### config.mk
export PLATFORM = sky130hd
export DESIGN_NAME = timer3_control
export DESIGN_NICKNAME = d
export VERILOG_FILES = /design/src/hw/timer3_control.v
export VERILOG_INCLUDE_DIRS = /design/src /design/src/hw
export SDC_FILE = /design/constraint.sdc
export NUM_CORES = 1
export LEC_CHECK = 0
export BUFFER_PORTS_ARGS = -buffer_cell sky130_fd_sc_hd__buf_2
export CAP_MARGIN = 20
export CORE_MARGIN = 1
export CORE_UTILIZATION = 55
export CTS_BUF_LIST = sky130_fd_sc_hd__clkbuf_16
export DETAILED_ROUTE_END_ITERATION = 10
export HOLD_SLACK_MARGIN = 0.05
export PLACE_DENSITY = 0.79
export SETUP_SLACK_MARGIN = 0.3
export SLEW_MARGIN = 0
export SYNTH_ARGS = -nofsm -noshare
export SYNTH_HDL_FRONTEND = slang
export SYNTH_SLANG_ARGS = --single-unit
### constraint.sdc
create_clock -name CLK -period 1.8 [get_ports CLK]
set_input_delay 0.09 -clock CLK [delete_from_list [all_inputs] [get_ports CLK]]
set_output_delay 0.09 -clock CLK [all_outputs]
set_load 0.02 [all_outputs]
### src/hw/timer3_consts.vh
`ifndef TIMER3_CONSTS_VH
`define TIMER3_CONSTS_VH

// ****************************************
// Register map
// ****************************************
`define ADDR_W            8
`define A_TIMER3_CONTROL  8'h16
`define A_TIMER4_CONTROL  8'h17
`define A_TIMER3_PERIOD   8'h18
`define A_TIMER3_PULSE    8'h19
`define A_TIMER4_PERIOD   8'h1A
`define A_TIMER4_PULSE    8'h1B
`define A_TIMER_STATUS    8'h1C
`define A_PRESCALE_CFG    8'h1D
`define RST_BYTE          8'h00

// ****************************************
// Status and configuration fields
// ****************************************
`define CTRL_HOLD_MASK    8'hF7
`define F_VIOL            0
`define F_TAP             0
`define STAT_PAD          5'h00
`define CFG_PAD           7'h00

// ****************************************
// Control register fields
// ****************************************
`define F_FFI             7
`define F_CK_HI           6
`define F_CK_LO           4
`define F_RUN             3
`define F_MODE_HI         2
`define F_MODE_LO         0
`define F_MODE_TOP        2

// ****************************************
// Clock select codes
// ****************************************
`define CK_DIV11          3'h0
`define CK_DIV7           3'h1
`define CK_DIV5           3'h2
`define CK_DIV3           3'h3
`define CK_FS             3'h4
`define CK_DIV1           3'h5
`define CK_FC             3'h6
`define CK_PIN            3'h7

// ****************************************
// Source encodings (output)
// ****************************************
`define SRC_NONE          4'h0
`define SRC_FC_D11        4'h1
`define SRC_FC_D7         4'h2
`define SRC_FC_D5         4'h3
`define SRC_FC_D3         4'h4
`define SRC_FS            4'h5
`define SRC_FC_D1         4'h6
`define SRC_FC            4'h7
`define SRC_PIN           4'h8
`define SRC_FS_D3         4'h9
`define SRC_T3_OVF        4'hA

// ****************************************
// Mode codes
// ****************************************
`define MODE_TIMER        3'h0
`define MODE_PDO          3'h1
`define MODE_PWM          3'h2
`define MODE_CASCADE      3'h3
`define MODE4_PWM16       3'h6

// ****************************************
// Decoded function (output)
// ****************************************
`define FN_TIMER8         3'h0
`define FN_PDO8           3'h1
`define FN_PWM8           3'h2
`define FN_CASCADE16      3'h3
`define FN_RESERVED       3'h4

`endif

### src/hw/timer3_control.v
// What this block does
// - Control holds flip-flop init, clock select, start and mode; resets 0.
// - Normal modes pick fc taps, fs, fc or pin; 000 is fs/2^3 with tap set.
// - Slow modes allow only 000, 100, 110 (warm-up only) and the pin.
// - Start 0 stops and clears the up counter, start 1 starts counting.
// - Mode 000 timer, 001 divider, 010 PWM, 011 16-bit, 1xx reserved.
// - In 16-bit use mode stays 011 and the function comes from counter 4.
// - In 16-bit use clock is from counter 3, start and init from counter 4.
// - Each counter has an 8-bit period and an 8-bit pulse-width register.
// - Counter 3 pulse width changes while running only in PWM modes.
// - Counter 4 period stays while running, pulse width only in PWM modes.
// - A counter 4 mode with top bit set clocks it from counter 3 overflow.
`timescale 1ns/1ns
`include "timer3_consts.vh"

module timer3_control (
  input  wire                CLK,
  input  wire                NRST,
  input  wire [`ADDR_W-1:0]  ADDR,
  input  wire [7:0]          WDATA,
  input  wire                WR,
  input  wire                RD,
  output reg  [7:0]          RDATA,
  input  wire                SLOW_MODE,
  input  wire                WARMUP_EN,
  output reg                 T3_RUN,
  output reg                 T3_FF_INIT,
  output reg  [3:0]          T3_CLK_SRC,
  output reg  [2:0]          T3_FUNCTION,
  output reg                 T3_COUNTER_CLR,
  output reg                 T4_RUN,
  output reg  [3:0]          T4_CLK_SRC,
  output reg  [7:0]          T3_PERIOD,
  output reg  [7:0]          T3_PULSE_WIDTH,
  output reg  [7:0]          T4_PERIOD,
  output reg  [7:0]          T4_PULSE_WIDTH,
  output reg                 WRITE_VIOLATION,
  output reg                 CLOCK_INVALID
);

  // ****************************************
  // Registers
  // ****************************************
  reg  [7:0] timer3_control_ff;
  reg  [7:0] timer4_control_ff;
  reg  [7:0] t3_period_ff;
  reg  [7:0] t3_pulse_ff;
  reg  [7:0] t4_period_ff;
  reg  [7:0] t4_pulse_ff;
  reg        prescaler_tap_select_ff;
  reg        viol_ff;

  wire [2:0] t3_ck   = timer3_control_ff[`F_CK_HI:`F_CK_LO];
  wire [2:0] t3_mode = timer3_control_ff[`F_MODE_HI:`F_MODE_LO];
  wire [2:0] t4_ck   = timer4_control_ff[`F_CK_HI:`F_CK_LO];
  wire [2:0] t4_mode = timer4_control_ff[`F_MODE_HI:`F_MODE_LO];
  wire       cascade = (t3_mode == `MODE_CASCADE);
  wire       t3_run  = timer3_control_ff[`F_RUN];
  wire       t4_run  = timer4_control_ff[`F_RUN];

  // ****************************************
  // Functions
  // ****************************************

  // Clock select to source, per power mode
  function [3:0] clk_src;
    input [2:0] ck;
    input       slow;
    input       tap;
    input       warm;
    begin
      clk_src = `SRC_NONE;
      case (ck)
        `CK_DIV11: clk_src = (slow | tap) ? `SRC_FS_D3 : `SRC_FC_D11;
        `CK_DIV7:  clk_src = slow ? `SRC_NONE : `SRC_FC_D7;
        `CK_DIV5:  clk_src = slow ? `SRC_NONE : `SRC_FC_D5;
        `CK_DIV3:  clk_src = slow ? `SRC_NONE : `SRC_FC_D3;
        `CK_FS:    clk_src = `SRC_FS;
        `CK_DIV1:  clk_src = slow ? `SRC_NONE : `SRC_FC_D1;
        `CK_FC:    clk_src = (slow & ~warm) ? `SRC_NONE : `SRC_FC;
        `CK_PIN:   clk_src = `SRC_PIN;
        default:   clk_src = `SRC_NONE;
      endcase
    end
  endfunction

  // Write hits a given address
  function hit;
    input [`ADDR_W-1:0] a;
    input [`ADDR_W-1:0] b;
    input               w;
    begin
      hit = w & (a == b);
    end
  endfunction

  // Control write that alters held fields while running
  function ctrl_misuse;
    input       w;
    input       run;
    input [7:0] nxt;
    input [7:0] cur;
    begin
      ctrl_misuse = w & run &
                    (((nxt ^ cur) & `CTRL_HOLD_MASK) != `RST_BYTE);
    end
  endfunction

  // Timer register write while running, unless the mode allows it
  function reg_misuse;
    input w;
    input run;
    input allowed;
    begin
      reg_misuse = w & run & ~allowed;
    end
  endfunction

  // Counter 4 PWM modes, whose pulse width may change while running
  function pwm_mode;
    input [2:0] mode;
    begin
      pwm_mode = (mode == `MODE_PWM) | (mode == `MODE4_PWM16);
    end
  endfunction

  // ****************************************
  // Register writes
  // ****************************************
  wire wr_c3 = hit(ADDR, `A_TIMER3_CONTROL, WR);
  wire wr_c4 = hit(ADDR, `A_TIMER4_CONTROL, WR);
  wire wr_p3 = hit(ADDR, `A_TIMER3_PERIOD, WR);
  wire wr_w3 = hit(ADDR, `A_TIMER3_PULSE, WR);
  wire wr_p4 = hit(ADDR, `A_TIMER4_PERIOD, WR);
  wire wr_w4 = hit(ADDR, `A_TIMER4_PULSE, WR);
  wire wr_st = hit(ADDR, `A_TIMER_STATUS, WR);
  wire wr_pc = hit(ADDR, `A_PRESCALE_CFG, WR);

  // Effective run state of each counter's period logic
  wire run3_eff = cascade ? t4_run : t3_run;
  wire pwm3     = (t3_mode == `MODE_PWM) |
                  (cascade & (t4_mode == `MODE4_PWM16));
  wire pwm4     = pwm_mode(t4_mode);

  // ****************************************
  // Misuse detection
  // ****************************************

  // Software-side restrictions, flagged rather than refused
  reg nxt_viol;
  always @* begin
    nxt_viol = 1'h0;
    if (ctrl_misuse(wr_c3, t3_run, WDATA, timer3_control_ff))
      nxt_viol = 1'h1;
    if (ctrl_misuse(wr_c4, t4_run, WDATA, timer4_control_ff))
      nxt_viol = 1'h1;
    if (reg_misuse(wr_p3, run3_eff, 1'h0))
      nxt_viol = 1'h1;
    if (reg_misuse(wr_w3, run3_eff, pwm3))
      nxt_viol = 1'h1;
    if (reg_misuse(wr_p4, t4_run, 1'h0))
      nxt_viol = 1'h1;
    if (reg_misuse(wr_w4, t4_run, pwm4))
      nxt_viol = 1'h1;
  end

  // Control registers, stored even when misused
  always @(posedge CLK or negedge NRST) begin
    if (!NRST) begin
      timer3_control_ff <= `RST_BYTE;
      timer4_control_ff <= `RST_BYTE;
    end else begin
      if (wr_c3)
        timer3_control_ff <= WDATA;
      if (wr_c4)
        timer4_control_ff <= WDATA;
    end
  end

  // Period and pulse-width registers of both counters
  always @(posedge CLK or negedge NRST) begin
    if (!NRST) begin
      t3_period_ff <= `RST_BYTE;
      t3_pulse_ff  <= `RST_BYTE;
      t4_period_ff <= `RST_BYTE;
      t4_pulse_ff  <= `RST_BYTE;
    end else begin
      if (wr_p3)
        t3_period_ff <= WDATA;
      if (wr_w3)
        t3_pulse_ff <= WDATA;
      if (wr_p4)
        t4_period_ff <= WDATA;
      if (wr_w4)
        t4_pulse_ff <= WDATA;
    end
  end

  // Prescaler tap select bit
  always @(posedge CLK or negedge NRST) begin
    if (!NRST)
      prescaler_tap_select_ff <= 1'h0;
    else if (wr_pc)
      prescaler_tap_select_ff <= WDATA[`F_TAP];
  end

  // Sticky misuse flag, set wins over clear
  always @(posedge CLK or negedge NRST) begin
    if (!NRST)
      viol_ff <= 1'h0;
    else if (nxt_viol)
      viol_ff <= 1'h1;
    else if (wr_st && WDATA[`F_VIOL])
      viol_ff <= 1'h0;
  end

  // ****************************************
  // Read port
  // ****************************************
  reg [7:0] nxt_rdata;
  always @* begin
    nxt_rdata = `RST_BYTE;
    case (ADDR)
      `A_TIMER3_CONTROL: nxt_rdata = timer3_control_ff;
      `A_TIMER4_CONTROL: nxt_rdata = timer4_control_ff;
      `A_TIMER3_PERIOD:  nxt_rdata = t3_period_ff;
      `A_TIMER3_PULSE:   nxt_rdata = t3_pulse_ff;
      `A_TIMER4_PERIOD:  nxt_rdata = t4_period_ff;
      `A_TIMER4_PULSE:   nxt_rdata = t4_pulse_ff;
      `A_TIMER_STATUS:   nxt_rdata = {`STAT_PAD, CLOCK_INVALID, run3_eff,
                                      viol_ff};
      `A_PRESCALE_CFG:   nxt_rdata = {`CFG_PAD, prescaler_tap_select_ff};
      default:           nxt_rdata = `RST_BYTE;
    endcase
  end

  // ****************************************
  // Decoded control
  // ****************************************
  reg [3:0] nxt_t3_src;
  reg [3:0] nxt_t4_src;
  reg [2:0] nxt_fn;
  always @* begin
    nxt_t3_src = clk_src(t3_ck, SLOW_MODE, prescaler_tap_select_ff,
                         WARMUP_EN);
    nxt_t4_src = clk_src(t4_ck, SLOW_MODE, prescaler_tap_select_ff,
                         WARMUP_EN);
    if (t4_mode[`F_MODE_TOP])
      nxt_t4_src = `SRC_T3_OVF;
    case (t3_mode)
      `MODE_TIMER:   nxt_fn = `FN_TIMER8;
      `MODE_PDO:     nxt_fn = `FN_PDO8;
      `MODE_PWM:     nxt_fn = `FN_PWM8;
      `MODE_CASCADE: nxt_fn = `FN_CASCADE16;
      default:       nxt_fn = `FN_RESERVED;
    endcase
  end

  // ****************************************
  // Output registers
  // ****************************************

  // Read data, zero outside the read slot
  always @(posedge CLK or negedge NRST) begin
    if (!NRST)
      RDATA <= `RST_BYTE;
    else if (RD)
      RDATA <= nxt_rdata;
    else
      RDATA <= `RST_BYTE;
  end

  // Run of both counters, clear and flip-flop init of counter 3
  always @(posedge CLK or negedge NRST) begin
    if (!NRST) begin
      T3_RUN         <= 1'h0;
      T3_FF_INIT     <= 1'h0;
      T3_COUNTER_CLR <= 1'h1;
      T4_RUN         <= 1'h0;
    end else begin
      T3_RUN         <= run3_eff;
      T3_FF_INIT     <= cascade ? timer4_control_ff[`F_FFI]
                                : timer3_control_ff[`F_FFI];
      T3_COUNTER_CLR <= ~run3_eff;
      T4_RUN         <= t4_run;
    end
  end

  // Source clocks and the power-mode check
  always @(posedge CLK or negedge NRST) begin
    if (!NRST) begin
      T3_CLK_SRC    <= `SRC_NONE;
      T4_CLK_SRC    <= `SRC_NONE;
      CLOCK_INVALID <= 1'h0;
    end else begin
      T3_CLK_SRC    <= nxt_t3_src;
      T4_CLK_SRC    <= nxt_t4_src;
      CLOCK_INVALID <= (nxt_t3_src == `SRC_NONE);
    end
  end

  // Decoded operating function
  always @(posedge CLK or negedge NRST) begin
    if (!NRST)
      T3_FUNCTION <= `FN_TIMER8;
    else
      T3_FUNCTION <= nxt_fn;
  end

  // Timer register copies for the counting logic
  always @(posedge CLK or negedge NRST) begin
    if (!NRST) begin
      T3_PERIOD      <= `RST_BYTE;
      T3_PULSE_WIDTH <= `RST_BYTE;
      T4_PERIOD      <= `RST_BYTE;
      T4_PULSE_WIDTH <= `RST_BYTE;
    end else begin
      T3_PERIOD      <= t3_period_ff;
      T3_PULSE_WIDTH <= t3_pulse_ff;
      T4_PERIOD      <= t4_period_ff;
      T4_PULSE_WIDTH <= t4_pulse_ff;
    end
  end

  // Misuse flag to the pin, one cycle behind the status bit
  always @(posedge CLK or negedge NRST) begin
    if (!NRST)
      WRITE_VIOLATION <= 1'h0;
    else
      WRITE_VIOLATION <= viol_ff;
  end

endmodule

==> impl_results.md <==
* CP endpoint kind: register
* Setup_tns at 0 ns
* CP Cell Sequence: xor2_1 > nor4_1 > nand4_1 > a41oi_2 > nand3_1
* CTS H-tree lvls at 3
* Syn avg cell area at 13.60 sq um
* GRT Util Overall at 26.63%
* Worst Hold Class: input pin to register
* CTS tree: yes
* Ratio of cells with drive above 1 in the final layout at 46.92%
* Fill cells at 566
* Leak Pwr at 2.787 nW
* Initial Utilization at 56.62%
* RSZ-0062 raised after global routing: true
* Critical path required time at 2.02 ns
* Outcome: finished, violations left
* Synth area leader: dfrtp_1
* Clock sink count at 107
* Total vias in the final route at 3035
* Fin cells at 524
* Reg2reg path depth at 5
* Seq/Total Area, Yosys at 61.54%
* Post-DP HPWL at 7152 um
* Die Span X at 90.96 um
* Worst-path clk slew at 0.07 ns
* Pwr/cell area at 912.6 nW/um^2
* Cell Rows at 32
* Crit-path slowest cell: dfrtp_1
* Ys flop type: dfrtp_1
* Min Tclk post-route at 1.503 ns
* First-pass GRT wire length at 16340 um
* Antenna viol nets, final at 0
* Final setup violation count at 0
* EDFF count, synth at 0
* R2R setup slack at 0.30 ns
* Fmax at 0.6654 GHz
* FF+latch count, synth at 107
* Fin crit share at 83.49%
* Port bufs at 78
* Cells after DPL at 494
* Drt drc at 1
* Reg2Reg Launch Point: timer3_control_ff[7]
* Synth top area cells: dfrtp_1 (61%), mux2_2 (15%), xor2_1 (1.6%)
* Pwr Total at 4.851 mW
* Largest net degree at the start of global routing at 51
* Crit Path Category: register to register
* Iteration-0 DRC count of the detailed router at 220
* Final Hold Vio Count at 0
* Later-pin clock latency in the skew report at 0.35 ns
* Critical path's largest stage delay at 0.41 ns
* Clock Skew at 0.007740 ns
* Maximum vdd drop at 603.4 uV
* Yosys warns at 0
* CP endpoint: viol_ff
* Final WL at 10470 um
* Critical Path Start: timer3_control_ff[7]
* Vias in the first global route at 3004
* Boundary Pins at 79
* Crit Path Max Fanout at 2
* Syn-to-layout area delta at 22.10%
* Final GP Congestion at 0.9335
* Clock buffer depth at 2
* Max transition margin at 49.70%
* Async SR Flop Fraction at 100.0%
* Final slew viol count at 0
* Root Driver: clkbuf_16
* WP data arrival at 1.72 ns
* Core area at 7687 sq um
* Worst Setup Start Kind: register
* Mapped Cells at 320
* Die Area at 8274 sq um
* GRT overflow at 0
* Failing checks: design-rule violations
* Least-Margin Pin Slew at 0.7530 ns
* TritonCTS Buffers at 9
* Initial DRT Pass Iterations at 7
* Count of different cell masters after synthesis at 45
* Via/cell ratio at 5.792
* Ant diodes at 0
* Nets at 439
* Syn_nets at 342
* Die Span Y at 90.96 um
* Initial antenna violation count at 0
* Routed len/inst at 19.99 um
* Reg2reg end: viol_ff
* Share of the synthesized area in the top cell type at 60.94%
* Mapped Area at 4353 sq um
* Maxcap violations at 0
[worst min path at each step]
stage / to / cells after the start / slack (ns) / startpoint
after floorplan: CLOCK_INVALID / 0 / -0.21 / NRST
after global placement: T4_PERIOD[3] / 1 / 0.07 / NRST
after detailed placement: T4_PERIOD[3] / 1 / 0.07 / NRST
after CTS: viol_ff / 3 / 0.06 / WR
after global routing: T4_CLK_SRC[0] / 3 / 0.08 / WARMUP_EN
final: viol_ff / 3 / 0.07 / WR
[layout by cell type (no fill, tap or decap), types with 2 or more instances in the layout]
master	Yosys	layout
clkinv_2	0	2
nand2_4	2	2
nand3_1	4	4
nand2_1	12	12
a31oi_1	3	3
a32oi_1	3	3
xnor2_1	7	7
nor3_1	2	2
dfrtp_2	0	5
nand2_2	2	2
nor4_1	4	4
a22o_1	7	7
clkbuf_16	0	9
nand4_1	2	2
dfrtp_1	106	101
a41oi_1	4	3
nor2b_1	7	7
dlygate4sd3_1	0	2
nor2_1	7	7
a221oi_1	7	7
mux2_2	57	57
nand3b_1	2	2
xor2_1	8	8
o21ai_0	7	6
buf_4	1	32
a311oi_1	2	2
buf_2	8	77
a22oi_1	3	3
inv_1	7	10
a21oi_1	7	7
mux2i_1	5	4
[routing by layer]
metal | vias to the layer above | GRT usage (%) | share of wire (%)
li1 | 1341 | - | -
met3 | 17 | 4.941 | 6.5
met1 | 1556 | 37.44 | 42
met2 | 121 | 41.73 | 49
met4 | 0 | 10.05 | 1.8
met5 | - | 0 | 0
[layout make-up]
type                    count  area (sq um)  share of cell area (%)
repair buffers            112         665.6                   12.52
multi-input cells         180          1548                   29.12
clock buffers               9         225.2                   4.237
inverters                   7         26.28                  0.4944
well taps                 102         127.6                   2.401
flip-flops and latches    107          2685                   50.52
clock inverters             7         37.54                  0.7062
[through the flow]
step / setup slack, ns / instance area, sq um / utilization (%) / hold WS, ns
after floorplan: 0.3957 / 4353 / - / -0.2056
after global placement: 0.1918 / 4925 / 64.06 / 0.06578
after detailed placement: 0.1590 / 4925 / 64.06 / 0.06738
after CTS: 0.3025 / 5258 / 68.39 / 0.05742
after global routing: 0.1701 / 5315 / 69.14 / 0.08116
final: 0.2972 / 5315 / 69.14 / 0.07144
[cells in the mapped netlist (2+ instances only)]
cell        n
nor2b_1     7
a22o_1      7
nand2_1    12
mux2i_1     5
nand2_2     2
nor2_1      7
a221oi_1    7
nand3_1     4
a21boi_0    2
clkbuf_1   12
buf_1       5
nand3b_1    2
xor2_1      8
nor3_1      2
a22oi_1     3
inv_1       7
xnor2_1     7
nand2_4     2
a21oi_1     7
mux2_2     57
nand4_1     2
a41oi_1     4
a31oi_1     3
dfrtp_1   106
o21ai_0     7
buf_2       8
a32oi_1     3
a311oi_1    2
nor4_1      4
[power breakdown]
group	switching (mW)	internal (mW)
clock network	0.822	0.922
logic	0.307	0.201
registers	0.0822	2.52
total	1.21	3.64
[state kept, by name (all words and copies together), names as in the netlist, 3 cells and up]
register	count
RDATA	8
T3_CLK_SRC	4
T3_FUNCTION	3
T3_PERIOD	8
T3_PULSE_WIDTH	8
T4_CLK_SRC	4
T4_PERIOD	8
T4_PULSE_WIDTH	8
ctrl_misuse.cur	8
t3_period_ff	8
t3_pulse_ff	8
t4_period_ff	8
t4_pulse_ff	8
timer3_control_ff	8
[what timing repair did]
item | 4_1_cts | 5_1_grt
endpoints found under the setup margin | 1 | 4
gates cloned | 0 | 0
pin swaps | 3 | 6
hold buffers | 2 | 0
endpoints found under the hold margin | 32 | 0
resized for setup | 6 | 3
buffers inserted | 5 | 7
[critical path, delay by kind of cell, from the launching register on]
family	cells	cell delay, ns
flip-flops	1	0.41
XOR/XNOR	1	0.17
AO/OA/AOI/OAI	1	0.20
AND/OR/NAND/NOR	3	0.59
[logic make-up (layout without fill, tap and decap cells)]
| kind of cell | Yosys count | in the layout | share of synthesized area, % |
|---|---|---|---|
| flip-flops | 107 | 107 | 61.54 |
| AND/OR/NAND/NOR | 52 | 52 | 7.732 |
| XOR/XNOR | 15 | 15 | 3.018 |
| multiplexers | 62 | 62 | 15.90 |
| buffers and inverters | 33 | 135 | 3.162 |
| AO/OA/AOI/OAI | 51 | 51 | 8.652 |
(Power assumes the default switching activity.)
